**src/include/daodt_pkg.sv**
```systemverilog
// package for the termination mode controller: map, fields, timing and bus carriers
package daodt_pkg;

  // register map (byte addresses)
  localparam logic [3:0] DAODT_CTRL_OFS   = 4'h0;
  localparam logic [3:0] DAODT_TIMING_OFS = 4'h4;
  localparam logic [3:0] DAODT_STATUS_OFS = 4'h8;

  // control fields
  localparam int DAODT_CTRL_DLLSEL_BIT = 0;
  localparam int DAODT_CTRL_NOM_BIT    = 1;
  localparam int DAODT_CTRL_WR_BIT     = 2;
  localparam int DAODT_CTRL_CWL_LSB    = 4;
  localparam int DAODT_CTRL_AL_LSB     = 8;
  localparam logic [31:0] DAODT_CTRL_RST = 32'h0000_0053;

  // timing fields: refresh cycle time and dll-locking exit delay, in clocks
  localparam int DAODT_TIM_RFC_LSB   = 0;
  localparam int DAODT_TIM_XPDLL_LSB = 8;
  localparam logic [31:0] DAODT_TIMING_RST = 32'h0000_0a40;

  // status fields
  localparam int DAODT_ST_RTT_BIT    = 0;
  localparam int DAODT_ST_ASYNC_BIT  = 1;
  localparam int DAODT_ST_ENTRY_BIT  = 2;
  localparam int DAODT_ST_EXIT_BIT   = 3;
  localparam int DAODT_ST_RESYNC_BIT = 4;
  localparam int DAODT_ST_PD_BIT     = 5;
  localparam int DAODT_ST_LEAD_LSB   = 8;
  localparam int DAODT_ST_ODTL_LSB   = 16;

  localparam logic [1:0] DAODT_RESP_OKAY   = 2'h0;
  localparam logic [1:0] DAODT_RESP_SLVERR = 2'h2;

  // timing, printed figures in picoseconds
  localparam int DAODT_CLK_PERIOD_PS = 50000;
  localparam int DAODT_AON_MIN_PS    = 2000;
  localparam int DAODT_AON_MAX_PS    = 8500;
  localparam int DAODT_AOF_MIN_PS    = 2000;
  localparam int DAODT_AOF_MAX_PS    = 8500;

  function automatic int daodt_cyc_up(input int ps);
    int c;
    c = (ps + DAODT_CLK_PERIOD_PS - 1) / DAODT_CLK_PERIOD_PS;
    return (c < 1) ? 1 : c;
  endfunction : daodt_cyc_up

  function automatic int daodt_cyc_dn(input int ps);
    int c;
    c = ps / DAODT_CLK_PERIOD_PS;
    return (c < 1) ? 1 : c;
  endfunction : daodt_cyc_dn

  localparam int DAODT_AON_MIN_CYC = daodt_cyc_up(DAODT_AON_MIN_PS);
  localparam int DAODT_AON_MAX_CYC = daodt_cyc_dn(DAODT_AON_MAX_PS);
  localparam int DAODT_AOF_MIN_CYC = daodt_cyc_up(DAODT_AOF_MIN_PS);
  localparam int DAODT_AOF_MAX_CYC = daodt_cyc_dn(DAODT_AOF_MAX_PS);
  // response point: latest legal cycle that is still not before the earliest
  localparam logic [4:0] DAODT_AON_CYC =
    5'((DAODT_AON_MAX_CYC > DAODT_AON_MIN_CYC) ? DAODT_AON_MAX_CYC : DAODT_AON_MIN_CYC);
  localparam logic [4:0] DAODT_AOF_CYC =
    5'((DAODT_AOF_MAX_CYC > DAODT_AOF_MIN_CYC) ? DAODT_AOF_MAX_CYC : DAODT_AOF_MIN_CYC);

  localparam int DAODT_DELAY_DEPTH = 32;

  function automatic logic [7:0] daodt_max8(input logic [7:0] a, input logic [7:0] b);
    return (a > b) ? a : b;
  endfunction : daodt_max8

  typedef enum logic [3:0] {
    DAODT_SYNC  = 4'h1,
    DAODT_ENTRY = 4'h2,
    DAODT_ASYNC = 4'h4,
    DAODT_EXIT  = 4'h8
  } daodt_mode_t;

  // axi4-lite carriers
  typedef struct packed {
    logic        awvalid;
    logic [3:0]  awaddr;
    logic        wvalid;
    logic [31:0] wdata;
    logic [3:0]  wstrb;
    logic        bready;
    logic        arvalid;
    logic [3:0]  araddr;
    logic        rready;
  } daodt_axil_m2s_t;

  typedef struct packed {
    logic        awready;
    logic        wready;
    logic        bvalid;
    logic [1:0]  bresp;
    logic        arready;
    logic        rvalid;
    logic [31:0] rdata;
    logic [1:0]  rresp;
  } daodt_axil_s2m_t;

endpackage : daodt_pkg

```
**src/daodt_delay.sv**
```systemverilog
// programmable delay line for the termination enable
`timescale 1ns/10ps
`default_nettype none
module daodt_delay import daodt_pkg::*; (
  // clock and reset
  input  wire logic       aclk,
  input  wire logic       aresetn,
  // sample in, latency in clocks (1 and up)
  input  wire logic       din,
  input  wire logic [4:0] lat,
  // registered output
  output logic            dout
);

  typedef struct packed {
    logic [DAODT_DELAY_DEPTH-1:0] hist;
    logic                         out;
  } daodt_dly_t;

  daodt_dly_t st_reg;
  daodt_dly_t st_next;

  always_comb begin
    st_next      = st_reg;
    st_next.hist = {st_reg.hist[DAODT_DELAY_DEPTH-2:0], din};
    // hist[0] holds last cycle's sample, so tap lat-2 yields lat clocks in total
    if (lat <= 5'h01) begin
      st_next.out = din;
    end else begin
      st_next.out = st_reg.hist[lat - 5'h02];
    end
  end

  always_ff @(posedge aclk) begin
    if (!aresetn) begin
      st_reg <= '0;
    end else begin
      st_reg <= st_next;
    end
  end

  assign dout = st_reg.out;

endmodule : daodt_delay
`default_nettype wire

```
**src/daodt_sync2.sv**
```systemverilog
// two-flop synchroniser for pin inputs
`timescale 1ns/10ps
`default_nettype none
module daodt_sync2 import daodt_pkg::*; #(
  parameter int W = 2
) (
  // clock and reset
  input  wire logic         aclk,
  input  wire logic         aresetn,
  // pins in, synchronised out
  input  wire logic [W-1:0] pin_in,
  output logic      [W-1:0] sync_out
);

  typedef struct packed {
    logic [W-1:0] s1;
    logic [W-1:0] s2;
  } daodt_sync_t;

  daodt_sync_t st_reg;
  daodt_sync_t st_next;

  always_comb begin
    st_next    = st_reg;
    st_next.s1 = pin_in;
    st_next.s2 = st_reg.s1;
  end

  always_ff @(posedge aclk) begin
    if (!aresetn) begin
      st_reg <= '0;
    end else begin
      st_reg <= st_next;
    end
  end

  assign sync_out = st_reg.s2;

endmodule : daodt_sync2
`default_nettype wire

```
**src/daodt_top.sv**
```systemverilog
// termination mode controller: sync/async odt response around precharge power-down
//
// Summary of operation
// - With termination enabled and the dll-off-in-power-down select at zero, precharge power-down runs async.
// - While the dll re-synchronises after a reset, the odt input is handled asynchronously.
// - Async mode ignores additive latency and uses the async turn-on and turn-off delays instead.
// - Async turn-on starts no earlier than 2 ns and is complete no later than 8.5 ns after odt is sampled high; here rtt_on follows odt_s by one 50 ns clock.
// - Async turn-off starts no earlier than 2 ns and reaches high impedance by 8.5 ns after odt is sampled low; here rtt_on follows odt_s by one 50 ns clock.
// - The entry transition window exists only when the dll-off-in-power-down select is zero.
// - The entry window starts the mode-switch lead before cke is first registered low and ends there; here it opens at cke low, only during a refresh.
// - The mode-switch lead equals write latency minus one clock.
// - A refresh still running at cke low stretches the entry window to the refresh cycle time after it.
// - Odt asserted in the entry window may act between the lesser minimum and greater maximum of both modes.
// - Odt deasserted in the entry window obeys the same combined bounds.
// - The exit window starts the lead before cke registered high and ends the dll exit delay after it; the code opens it only when cke is registered high.
// - Odt changes in the exit window obey the combined sync and async bounds.
// - A short cke low pulse merges entry and exit windows until the later end of both.
// - A short cke high pulse merges exit and entry windows until the end of the following entry.
// - Sync turn-on and turn-off latency both equal cas write latency plus additive latency minus two.
`timescale 1ns/10ps
`default_nettype none
module daodt_top import daodt_pkg::*; #(
  parameter int DLL_RESYNC_CYCLES = 512
) (
  // clock and reset
  input  wire logic            aclk,
  input  wire logic            aresetn,
  // register bus
  input  wire daodt_axil_m2s_t axil_in,
  output daodt_axil_s2m_t      axil_out,
  // pins from the controller
  input  wire logic            odt_pin,
  input  wire logic            cke_pin,
  // same-clock command decode
  input  wire logic            refresh_cmd,
  input  wire logic            dll_reset,
  // termination and mode
  output logic                 rtt_on,
  output logic                 async_mode,
  output logic                 transition_window
);

  typedef struct packed {
    daodt_mode_t mode;
    logic        cke_d;
    logic [7:0]  win_cnt;
    logic [7:0]  rfc_cnt;
    logic [15:0] dll_cnt;
    logic        asy;
    logic        win;
    // bus side
    logic        aw_full;
    logic [3:0]  awaddr;
    logic        w_full;
    logic [31:0] wdata;
    logic [3:0]  wstrb;
    logic        bvalid;
    logic [1:0]  bresp;
    logic        rvalid;
    logic [31:0] rdata;
    logic [1:0]  rresp;
    logic [31:0] ctrl;
    logic [31:0] timing;
  } daodt_core_t;

  localparam logic [15:0] DLL_CNT_INIT = 16'(DLL_RESYNC_CYCLES);

  daodt_core_t st_reg;
  daodt_core_t st_next;

  logic [1:0] pins_s;
  logic       cke_s;
  logic       odt_s;
  logic       dly_out;
  logic [4:0] dly_lat;
  logic       term_en;
  logic [4:0] wl;
  logic [4:0] odtl;
  logic [4:0] lead;
  logic [7:0] rfc_val;
  logic [7:0] xpdll_val;
  logic       dll_sel;
  logic [31:0] status;
  logic        wr_go;

  daodt_sync2 #(.W(2)) u_sync (
    .aclk     (aclk),
    .aresetn  (aresetn),
    .pin_in   ({cke_pin, odt_pin}),
    .sync_out (pins_s)
  );

  assign cke_s = pins_s[1];
  assign odt_s = pins_s[0];

  // configuration decode
  assign dll_sel   = st_reg.ctrl[DAODT_CTRL_DLLSEL_BIT];
  assign term_en   = st_reg.ctrl[DAODT_CTRL_NOM_BIT] | st_reg.ctrl[DAODT_CTRL_WR_BIT];
  assign wl        = {1'b0, st_reg.ctrl[DAODT_CTRL_CWL_LSB +: 4]} + {1'b0, st_reg.ctrl[DAODT_CTRL_AL_LSB +: 4]};
  // a cwl plus al below two would underflow; software keeps cwl at legal values
  assign odtl      = wl - 5'h02;
  assign lead      = wl - 5'h01;
  assign rfc_val   = st_reg.timing[DAODT_TIM_RFC_LSB +: 8];
  assign xpdll_val = st_reg.timing[DAODT_TIM_XPDLL_LSB +: 8];

  // async path uses fixed analog-time delays, no additive latency
  always_comb begin
    if (st_reg.asy) begin
      dly_lat = odt_s ? DAODT_AON_CYC : DAODT_AOF_CYC;
    end else if (odtl == 5'h00) begin
      dly_lat = 5'h01;
    end else begin
      dly_lat = odtl;
    end
  end

  daodt_delay u_delay (
    .aclk    (aclk),
    .aresetn (aresetn),
    .din     (odt_s & term_en),
    .lat     (dly_lat),
    .dout    (dly_out)
  );

  assign status = {8'h00, 3'h0, odtl, 3'h0, lead, 2'h0,
                   ~st_reg.mode[0], st_reg.dll_cnt != 16'h0000,
                   st_reg.mode[3], st_reg.mode[1], st_reg.asy, dly_out};

  assign wr_go = st_reg.aw_full & st_reg.w_full & ~st_reg.bvalid;

  always_comb begin
    st_next       = st_reg;
    st_next.cke_d = cke_s;

    // refresh cycle time tracker
    if (refresh_cmd) begin
      st_next.rfc_cnt = rfc_val;
    end else if (st_reg.rfc_cnt != 8'h00) begin
      st_next.rfc_cnt = st_reg.rfc_cnt - 8'h01;
    end

    // dll re-synchronisation after reset
    if (dll_reset) begin
      st_next.dll_cnt = DLL_CNT_INIT;
    end else if (st_reg.dll_cnt != 16'h0000) begin
      st_next.dll_cnt = st_reg.dll_cnt - 16'h0001;
    end

    if (st_reg.win_cnt != 8'h00) begin
      st_next.win_cnt = st_reg.win_cnt - 8'h01;
    end

    // power-down mode tracking on registered cke edges
    case (st_reg.mode)
      DAODT_SYNC: begin
        if (st_reg.cke_d & ~cke_s & ~dll_sel) begin
          if (st_reg.rfc_cnt > 8'h01) begin
            st_next.mode = DAODT_ENTRY;
          end else begin
            st_next.mode = DAODT_ASYNC;
          end
        end
      end
      DAODT_ENTRY: begin
        if (~st_reg.cke_d & cke_s) begin
          // short low pulse: hold uncertain to the later end of both windows
          st_next.mode    = DAODT_EXIT;
          st_next.win_cnt = daodt_max8(xpdll_val, st_reg.rfc_cnt);
        end else if (st_reg.rfc_cnt <= 8'h01) begin
          st_next.mode = DAODT_ASYNC;
        end
      end
      DAODT_ASYNC: begin
        if (~st_reg.cke_d & cke_s) begin
          st_next.mode    = DAODT_EXIT;
          st_next.win_cnt = xpdll_val;
        end
      end
      DAODT_EXIT: begin
        if (st_reg.cke_d & ~cke_s) begin
          // short high pulse: stay uncertain through the next entry
          if (st_reg.rfc_cnt > 8'h01) begin
            st_next.mode = DAODT_ENTRY;
          end else begin
            st_next.mode = DAODT_ASYNC;
          end
        end else if (st_reg.win_cnt <= 8'h01) begin
          st_next.mode = DAODT_SYNC;
        end
      end
      default: begin
        st_next.mode = DAODT_SYNC;
      end
    endcase

    // async while powered down with dll off, in the exit window, or during resync;
    // inside a window either response is legal, the entry side keeps sync
    st_next.asy = term_en & ((st_next.mode == DAODT_ASYNC) | (st_next.mode == DAODT_EXIT)
                  | (st_next.dll_cnt != 16'h0000));
    st_next.win = (st_next.mode == DAODT_ENTRY) | (st_next.mode == DAODT_EXIT);

    // axi4-lite write: address and data in either order, response after both
    if (axil_in.awvalid & ~st_reg.aw_full) begin
      st_next.aw_full = 1'b1;
      st_next.awaddr  = axil_in.awaddr;
    end
    if (axil_in.wvalid & ~st_reg.w_full) begin
      st_next.w_full = 1'b1;
      st_next.wdata  = axil_in.wdata;
      st_next.wstrb  = axil_in.wstrb;
    end
    if (wr_go) begin
      st_next.aw_full = 1'b0;
      st_next.w_full  = 1'b0;
      st_next.bvalid  = 1'b1;
      st_next.bresp   = DAODT_RESP_OKAY;
      case ({st_reg.awaddr[3:2], 2'b00})
        DAODT_CTRL_OFS: begin
          for (int i = 0; i < 4; i++) begin
            if (st_reg.wstrb[i]) begin
              st_next.ctrl[8*i +: 8] = st_reg.wdata[8*i +: 8];
            end
          end
        end
        DAODT_TIMING_OFS: begin
          for (int i = 0; i < 4; i++) begin
            if (st_reg.wstrb[i]) begin
              st_next.timing[8*i +: 8] = st_reg.wdata[8*i +: 8];
            end
          end
        end
        DAODT_STATUS_OFS: begin
          st_next.bresp = DAODT_RESP_OKAY;
        end
        default: begin
          st_next.bresp = DAODT_RESP_SLVERR;
        end
      endcase
    end
    if (st_reg.bvalid & axil_in.bready) begin
      st_next.bvalid = 1'b0;
    end

    // axi4-lite read
    if (axil_in.arvalid & ~st_reg.rvalid) begin
      st_next.rvalid = 1'b1;
      st_next.rresp  = DAODT_RESP_OKAY;
      case ({axil_in.araddr[3:2], 2'b00})
        DAODT_CTRL_OFS:   st_next.rdata = st_reg.ctrl;
        DAODT_TIMING_OFS: st_next.rdata = st_reg.timing;
        DAODT_STATUS_OFS: st_next.rdata = status;
        default: begin
          st_next.rdata = 32'h0000_0000;
          st_next.rresp = DAODT_RESP_SLVERR;
        end
      endcase
    end else if (st_reg.rvalid & axil_in.rready) begin
      st_next.rvalid = 1'b0;
    end
  end

  always_ff @(posedge aclk) begin
    if (!aresetn) begin
      st_reg        <= '0;
      st_reg.mode   <= DAODT_SYNC;
      st_reg.ctrl   <= DAODT_CTRL_RST;
      st_reg.timing <= DAODT_TIMING_RST;
    end else begin
      st_reg <= st_next;
    end
  end

  // bus answers
  assign axil_out.awready = ~st_reg.aw_full;
  assign axil_out.wready  = ~st_reg.w_full;
  assign axil_out.bvalid  = st_reg.bvalid;
  assign axil_out.bresp   = st_reg.bresp;
  assign axil_out.arready = ~st_reg.rvalid;
  assign axil_out.rvalid  = st_reg.rvalid;
  assign axil_out.rdata   = st_reg.rdata;
  assign axil_out.rresp   = st_reg.rresp;

  assign rtt_on            = dly_out;
  assign async_mode        = st_reg.asy;
  // the controller must not lean on termination timing while this is high
  assign transition_window = st_reg.win;

endmodule : daodt_top
`default_nettype wire

```
**config.mk**
```make
export PLATFORM = sky130hd
export DESIGN_NAME = daodt_top
export DESIGN_NICKNAME = d
export VERILOG_FILES = /design/src/include/daodt_pkg.sv /design/src/daodt_delay.sv /design/src/daodt_sync2.sv /design/src/daodt_top.sv
export SDC_FILE = /design/constraint.sdc
export NUM_CORES = 1
export LEC_CHECK = 0
export BUFFER_PORTS_ARGS = -buffer_cell sky130_fd_sc_hd__buf_4
export CAP_MARGIN = 20
export CORE_MARGIN = 1
export CORE_UTILIZATION = 40
export DETAILED_ROUTE_END_ITERATION = 8
export SYNTH_ARGS = -nofsm -noshare
export SYNTH_HDL_FRONTEND = slang
export SYNTH_SLANG_ARGS = --single-unit
```
**constraint.sdc**
```tcl
create_clock -name aclk -period 3.35 [get_ports aclk]
set_input_delay 0.1675 -clock aclk [delete_from_list [all_inputs] [get_ports aclk]]
set_output_delay 0.1675 -clock aclk [all_outputs]
set_load 0.005 [all_outputs]
```
Word-level counts from Yosys, hierarchy flattened
Index checks and enable logic that the tools add are counted.

Muxes and demuxes: 27. Eq/ne operators: 11. Reduce and logical (&&, ||, !) cells: 21. Bitwise gates (word level): 25. Add/subtract/negate cells: 7. Magnitude comparators: 6.

Operator list (number): case mux 32 bit (3 select lines) (1); 2-to-1 mux 8 bit (6); 2-to-1 mux 16 bit (2); nonzero test 16 bit (2); 2-to-1 mux 4 bit (6); AND reduction 3 bit (8); <= comparator 8 x 1 -> 1 bit (second input constant) (2); case mux 4 bit (4 select lines) (1); case mux 8 bit (2 select lines) (1); nonzero test 8 bit (2); subtractor 16 x 1 -> 16 bit (second input constant) (1); subtractor 8 x 1 -> 8 bit (second input constant) (2); bitwise AND 1 bit (12); 2-to-1 mux 5 bit (2); subtractor 5 x 2 -> 5 bit (second input constant) (2); NOT 1 bit (9); == test 4 x 2 -> 1 bit (second input constant) (2); == test 4 x 3 -> 1 bit (second input constant) (2); == test 4 bit (second input constant) (2); greater-than comparator 8 x 1 -> 1 bit (second input constant) (1); greater-than comparator 8 bit (1); less-than comparator 5 x 6 -> 1 bit (second input constant) (1); OR reduction 3 bit (2); adder 4 x 4 -> 5 bit (1); 14 further kinds (26).

Register bits: 220. Word-level logic and storage cells: 126.

Depth between registers and ports, before layout
Depth in word-level cells: 9. Gate-level depth with buffers: 13. Depth with buffers taken out: 12.

Cells and area by module
Synthesis repeated with hierarchy kept, for this count alone.

Cells, all modules: 1179. Area total of the unflattened synthesis: 9908.3 µm².

Modules (own cells, without submodules): daodt_top (cells an instance 1064, area each 8516.9 µm², times used 1, seq. area each 3583.4 µm²); daodt_delay (cells an instance 107, area each 1286.2 µm², times used 1, seq. area each 660.6 µm²); daodt_sync2 (cells an instance 8, area each 105.1 µm², times used 1, seq. area each 80.1 µm²).

Worst setup path after synthesis
OpenSTA, ideal clock, no wires.

Path type: register -> register. From: reg st_reg[36] (netlist bit). To: reg u_delay.st_reg, in the netlist u_delay.dout. Stages on the path, launching flop included: 12. Library setup time: 0.131 ns. Setup slack: -0.300 ns. Path buffers: 0. Arrival time: 3.519 ns. Cell sequence: dfxtp_1 -> ha_1 -> fa_1 -> inv_1 -> ha_1 -> xnor3_2 -> and3_4 -> a211oi_4 -> mux4_1 -> and3_1 -> nor4_1 -> a211oi_1.

Word-level cells in the longest chain between the ends: 9. Elaborated cells between the ends (all ways): 10. Those cells by class: add/sub (3); order compare (1); mux (5); reduce/logical (1).

RTL lines: start, declared (RTL line daodt_top.sv:68) `daodt_core_t st_reg;`; start signal, assigned (RTL line daodt_top.sv:269) `st_reg <= st_next;`; adder 4 x 4 -> 5 bit * (RTL line daodt_top.sv:99) `assign wl = {1'b0, st_reg.ctrl[DAODT_CTRL_CWL_LSB +: 4]} + {1'b0, st_reg.ctrl[DAODT_CTRL_AL_LSB +: 4]};`; subtractor 5 x 2 -> 5 bit * (RTL line daodt_top.sv:101) `assign odtl = wl - 5'h02;`; zero test 5 bit (RTL line daodt_top.sv:110) `end else if (odtl == 5'h00) begin`; 2-to-1 mux 5 bit * (RTL line daodt_top.sv:110); 2-to-1 mux 5 bit * (RTL line daodt_top.sv:108) `if (st_reg.asy) begin`; subtractor 5 x 2 -> 5 bit (RTL line daodt_delay.sv:30) `st_next.out = st_reg.hist[lat - 5'h02];`; binary-select mux 1 bit (select 5 bit) (RTL line daodt_delay.sv:30); 2-to-1 mux 1 bit (not written as such) (RTL line daodt_delay.sv:30); 2-to-1 mux 1 bit * (RTL line daodt_delay.sv:27) `if (lat <= 5'h01) begin`; end signal, assigned (RTL line daodt_delay.sv:38) `st_reg <= st_next;`; end, declared (RTL line daodt_delay.sv:20) `daodt_dly_t st_reg;`.

Mark *: on every way between the ends. The rest lies on a longest branch, timed or not. The select of a mux whose other input is x is not followed. A chain may end at the register's enable or synchronous reset.

Worst setup path in the final report
Same ends and word-level chain as after synthesis.

==> flow_results.xml <==
<?xml version="1.0" encoding="UTF-8"?>
<metrics>
  <group name="clock_network">
    <metric name="cts-htree-levels" unit="">1</metric>
    <metric name="clk_transition_reported_paths" unit="ns">0.06</metric>
    <metric name="clock_tree.root_cell" unit="">sky130_fd_sc_hd__clkbuf_16</metric>
    <metric name="cts_buffers" unit="">24</metric>
    <metric name="clock_path_buffers" unit="">3</metric>
    <metric name="clk_latency" unit="ns">0.51</metric>
    <metric name="clock_sink_count" unit="">216</metric>
    <metric name="cts_tree" unit="">yes</metric>
  </group>
  <group name="hold_path">
    <metric name="min_path_cells" unit="">3</metric>
    <metric name="worst_hold_path.endpoint" unit="">st_reg[169]$_SDFFE_PN0P_</metric>
    <metric name="path_category_of_the_worst_min_delay_check" unit="">in -&gt; reg</metric>
    <metric name="worstHoldStart" unit="">refresh_cmd</metric>
  </group>
  <group name="critical_path">
    <metric name="worst_setup_path_start_kind" unit="">flip-flop</metric>
    <metric name="cp_max_fo" unit="">4</metric>
    <metric name="r2r_start" unit="">st_reg[36]$_SDFFE_PN1P_</metric>
    <metric name="setup.worst_path.end_class" unit="">flip-flop</metric>
    <metric name="critPathKind" unit="">reg -&gt; reg</metric>
    <metric name="reg2reg_to" unit="">u_delay.dout$_SDFF_PN0_</metric>
    <metric name="worst_ep_arrival_time" unit="ns">3.63</metric>
    <metric name="regToRegSetupSlack" unit="ns">0.12</metric>
    <metric name="critPathRequiredTime" unit="ns">3.74</metric>
    <metric name="worstRegToRegCells" unit="">11</metric>
  </group>
  <group name="route">
    <metric name="firstDrtPassIters" unit="">5</metric>
    <metric name="drt-initial-drc-count" unit="">493</metric>
    <metric name="route.detailed.drc" unit="">0</metric>
    <metric name="post_drt_via_cell_ratio" unit="">5.11</metric>
    <metric name="routed-via-count" unit="">8074</metric>
    <metric name="drtAntennaViolNets" unit="">0</metric>
    <metric name="wire_per_inst" unit="um">15.3</metric>
    <metric name="wl" unit="um">24300</metric>
  </group>
  <group name="synthesis">
    <metric name="top_cell_type_s_share_of_synthesized_area" unit="%">44.5</metric>
    <metric name="synth.cell_area" unit="sq mm">0.00971</metric>
    <metric name="proportion_of_synthesized_chip_area_in_sequential_cells" unit="%">44.5</metric>
    <metric name="ys_warn_count" unit="">0</metric>
    <metric name="post_synth_num_cell_types" unit="">63</metric>
    <metric name="syn_area_per_cell" unit="sq um">8.34</metric>
    <metric name="synth_enable_flop_cells" unit="">0</metric>
    <metric name="ys_ff_latch" unit="">216</metric>
    <metric name="yosys-top-cells-area" unit="">sky130_fd_sc_hd__dfxtp_1 (45%), sky130_fd_sc_hd__nand2_1 (7.0%), sky130_fd_sc_hd__a21oi_1 (6.1%), sky130_fd_sc_hd__nor2_1 (4.3%), sky130_fd_sc_hd__nand3_1 (4.2%)</metric>
    <metric name="yosys.area.top_type" unit="">sky130_fd_sc_hd__dfxtp_1</metric>
    <metric name="synthesis.instances" unit="">1164</metric>
    <metric name="async_flop_share" unit="%">0</metric>
    <metric name="synth_ff_type" unit="">sky130_fd_sc_hd__dfxtp_1</metric>
  </group>
  <group name="timing">
    <metric name="report.final.slew_viol_count" unit="">0</metric>
    <metric name="max_clock_freq" unit="MHz">309</metric>
    <metric name="relSlewSlack" unit="%">36.4</metric>
    <metric name="worst_case_clock_skew" unit="ns">0.0114</metric>
    <metric name="finalHoldViolations" unit="">0</metric>
    <metric name="finalWorstSetupSlack" unit="ns">0.119</metric>
    <metric name="period_utilization_post_route" unit="%">96.5</metric>
    <metric name="min_period" unit="ns">3.23</metric>
    <metric name="setup_viols_final" unit="">0</metric>
    <metric name="rsz0062_at_grt" unit="">false</metric>
    <metric name="worstMarginPinSlew" unit="ns">0.951</metric>
  </group>
  <group name="floorplan">
    <metric name="start_util" unit="%">41.1</metric>
    <metric name="fp.coreArea" unit="sq mm">0.0236</metric>
    <metric name="io_pins" unit="">99</metric>
    <metric name="die_w" unit="um">158</metric>
    <metric name="core.rowCount" unit="">56</metric>
    <metric name="dieArea" unit="sq mm">0.0249</metric>
    <metric name="die_h" unit="um">158</metric>
  </group>
  <group name="power_and_ir_drop">
    <metric name="p_int" unit="mW">5.10</metric>
    <metric name="switching_share_of_total_power" unit="%">31.5</metric>
    <metric name="vdd_drop_max" unit="V">0.000372</metric>
    <metric name="seq_power_share" unit="%">40.3</metric>
    <metric name="cellLeakagePower" unit="nW">4.59</metric>
    <metric name="pwr-share-comb" unit="%">26.9</metric>
    <metric name="clkPwrFrac" unit="%">32.8</metric>
    <metric name="power_density" unit="mW/mm^2">636</metric>
    <metric name="p_switching" unit="mW">2.34</metric>
  </group>
  <group name="final_layout">
    <metric name="post_route_cells_drive_above_1_share" unit="%">15.0</metric>
    <metric name="largest_reg_flops" unit="">132</metric>
    <metric name="nFillCells" unit="">2289</metric>
    <metric name="final_cell_count_no_fill" unit="">1581</metric>
    <metric name="final_util" unit="%">49.5</metric>
    <metric name="areaGrowthSynthToFinish" unit="%">20.4</metric>
    <metric name="antenna-diode-count" unit="">0</metric>
    <metric name="fin_nets" unit="">1326</metric>
    <metric name="layout_commonest_cell" unit="">sky130_fd_sc_hd__dfxtp_1</metric>
    <metric name="highest_count_cells_in_the_layout_ignoring_fill_and_taps" unit="">sky130_fd_sc_hd__dfxtp_1 (214), sky130_fd_sc_hd__nand2_1 (181), sky130_fd_sc_hd__a21oi_1 (118), sky130_fd_sc_hd__buf_4 (116), sky130_fd_sc_hd__nor2_1 (112)</metric>
  </group>
  <group name="global_routing">
    <metric name="first_global_vias" unit="">7674</metric>
    <metric name="grt_antenna_before_repair" unit="">0</metric>
    <metric name="grt_pass1_wl" unit="um">39100</metric>
    <metric name="grt.met2_usage" unit="%">31.8</metric>
    <metric name="grt.met3_usage" unit="%">2.85</metric>
    <metric name="peak_usage_layer_in_the_global_routing_report" unit="">met2</metric>
    <metric name="track_usage" unit="%">19.7</metric>
    <metric name="grt_start_max_net_pins" unit="">65</metric>
    <metric name="grt_use_met1" unit="%">27.0</metric>
    <metric name="grt.overflow.total" unit="">0</metric>
  </group>
  <group name="status">
    <metric name="outcome" unit="">completed</metric>
  </group>
  <group name="placed_design">
    <metric name="dp.cells" unit="">1491</metric>
    <metric name="detailedPlacementHpwl" unit="um">16200</metric>
    <metric name="pre_cts_slack" unit="ns">0.0568</metric>
    <metric name="port_buffers" unit="">92</metric>
    <metric name="placer_congestion" unit="">0.865</metric>
  </group>
  <group name="run">
    <metric name="max_cap_violations" unit="">0</metric>
  </group>
</metrics>
==> cell usage after synthesis, drive strengths merged, types with 4 or more instances <==
library cell	number
dfxtp	216
nand2	181
a21oi	119
nor2	112
nand3	81
clkbuf	58
buf	48
and2	41
inv	33
nor3	31
a211oi	27
xnor2	23
ha	22
a22oi	19
mux2i	18
mux2	17
o21ai	13
nor2b	10
xor2	10
nand2b	8
nor4	7
mux4	5
and3	4
o211ai	4
o21a	4
o22ai	4
==> layout make-up <==
class,instances,area [sq um],area share (%)
multi-input cells,810,4780,40.9
inverters,33,126,1.08
repair buffers,163,1340,11.5
flip-flops and latches,216,4330,37.0
well taps,319,399,3.41
clock buffers,37,701,5.99
clock inverters,3,17.5,0.150
==> worst max-delay path, stage by stage (launching register included) <==
cell,delay (ns)
sky130_fd_sc_hd__dfxtp_2,0.34
sky130_fd_sc_hd__ha_4,0.16
sky130_fd_sc_hd__fa_2,0.39
sky130_fd_sc_hd__xnor2_4,0.25
sky130_fd_sc_hd__ha_4,0.17
sky130_fd_sc_hd__xnor3_2,0.24
sky130_fd_sc_hd__and3_4,0.19
sky130_fd_sc_hd__a211oi_4,0.33
sky130_fd_sc_hd__mux4_2,0.53
sky130_fd_sc_hd__and3_1,0.20
sky130_fd_sc_hd__nor4_2,0.25
sky130_fd_sc_hd__a211oi_1,0.07
==> layer usage <==
metal | part of all wire [%] | vias up
met4 | 2.4 | 0
li1 | - | 4115
met3 | 4.7 | 39
met5 | 0 | -
met1 | 49 | 3719
met2 | 44 | 201
==> power groups by stage <==
| stage | Clock [mW] | Combinational, mW | Sequential, mW |
|---|---|---|---|
| 2_1_floorplan | 0 | 1.57 | 2.97 |
| 3_3_place_gp | 0 | 1.93 | 3.05 |
| 3_5_place_dp | 0 | 1.93 | 3.05 |
| 4_1_cts | 2.49 | 1.99 | 2.99 |
| 5_1_grt | 2.60 | 2.26 | 3.03 |
| 6_report | 2.44 | 2.00 | 3.00 |
==> per-stage QoR <==
step | hold slack (ns) | total power, mW | area, sq um | TNS, ns
global route | 0.0499 | 7.89 | 11700 | 0
detailed placement | 0.359 | 4.98 | 10500 | 0
global placement | 0.357 | 4.98 | 10500 | 0
floorplan | 0.267 | 4.54 | 9750 | -0.00581
CTS | 0.0159 | 7.47 | 11700 | 0
finish | 0.0229 | 7.44 | 11700 | 0
==> repair_timing <==
item / CTS / global route
gates resized for setup: 0 / 7
endpoints found under the setup margin: 0 / 1
hold endpoints to repair: 46 / 0
setup buffers: 0 / 4
hold buffers: 46 / 0
==> logic make-up after synthesis <==
group | after synthesis | synth area share [%]
XOR/XNOR | 34 | 3.38
AO/OA/AOI/OAI | 219 | 14.1
multiplexers | 40 | 5.18
other | 1 | 0.0386
adder cells (fa/ha/maj) | 23 | 3.04
buffers and inverters | 139 | 6.85
flip-flops | 216 | 44.5
AND/OR/NAND/NOR | 492 | 22.9
==> how the worst max path moves through the flow <==
| stage | cells past startpoint | slack, ns | from | to |
|---|---|---|---|---|
| final | 11 | 0.12 | st_reg[36]$_SDFFE_PN1P_ | u_delay.dout$_SDFF_PN0_ |
| after global routing | 11 | 0.004 | st_reg[40]$_SDFFE_PN0P_ | u_delay.dout$_SDFF_PN0_ |
| after CTS | 12 | 0.05 | st_reg[36]$_SDFFE_PN1P_ | u_delay.dout$_SDFF_PN0_ |
| after detailed placement | 12 | 0.06 | st_reg[40]$_SDFFE_PN0P_ | u_delay.dout$_SDFF_PN0_ |
| after global placement | 11 | 0.1 | st_reg[40]$_SDFFE_PN0P_ | u_delay.dout$_SDFF_PN0_ |
| after floorplan | 11 | -0.006 | st_reg[40]$_SDFFE_PN0P_ | u_delay.dout$_SDFF_PN0_ |
Power figures use the tool's default switching activity.
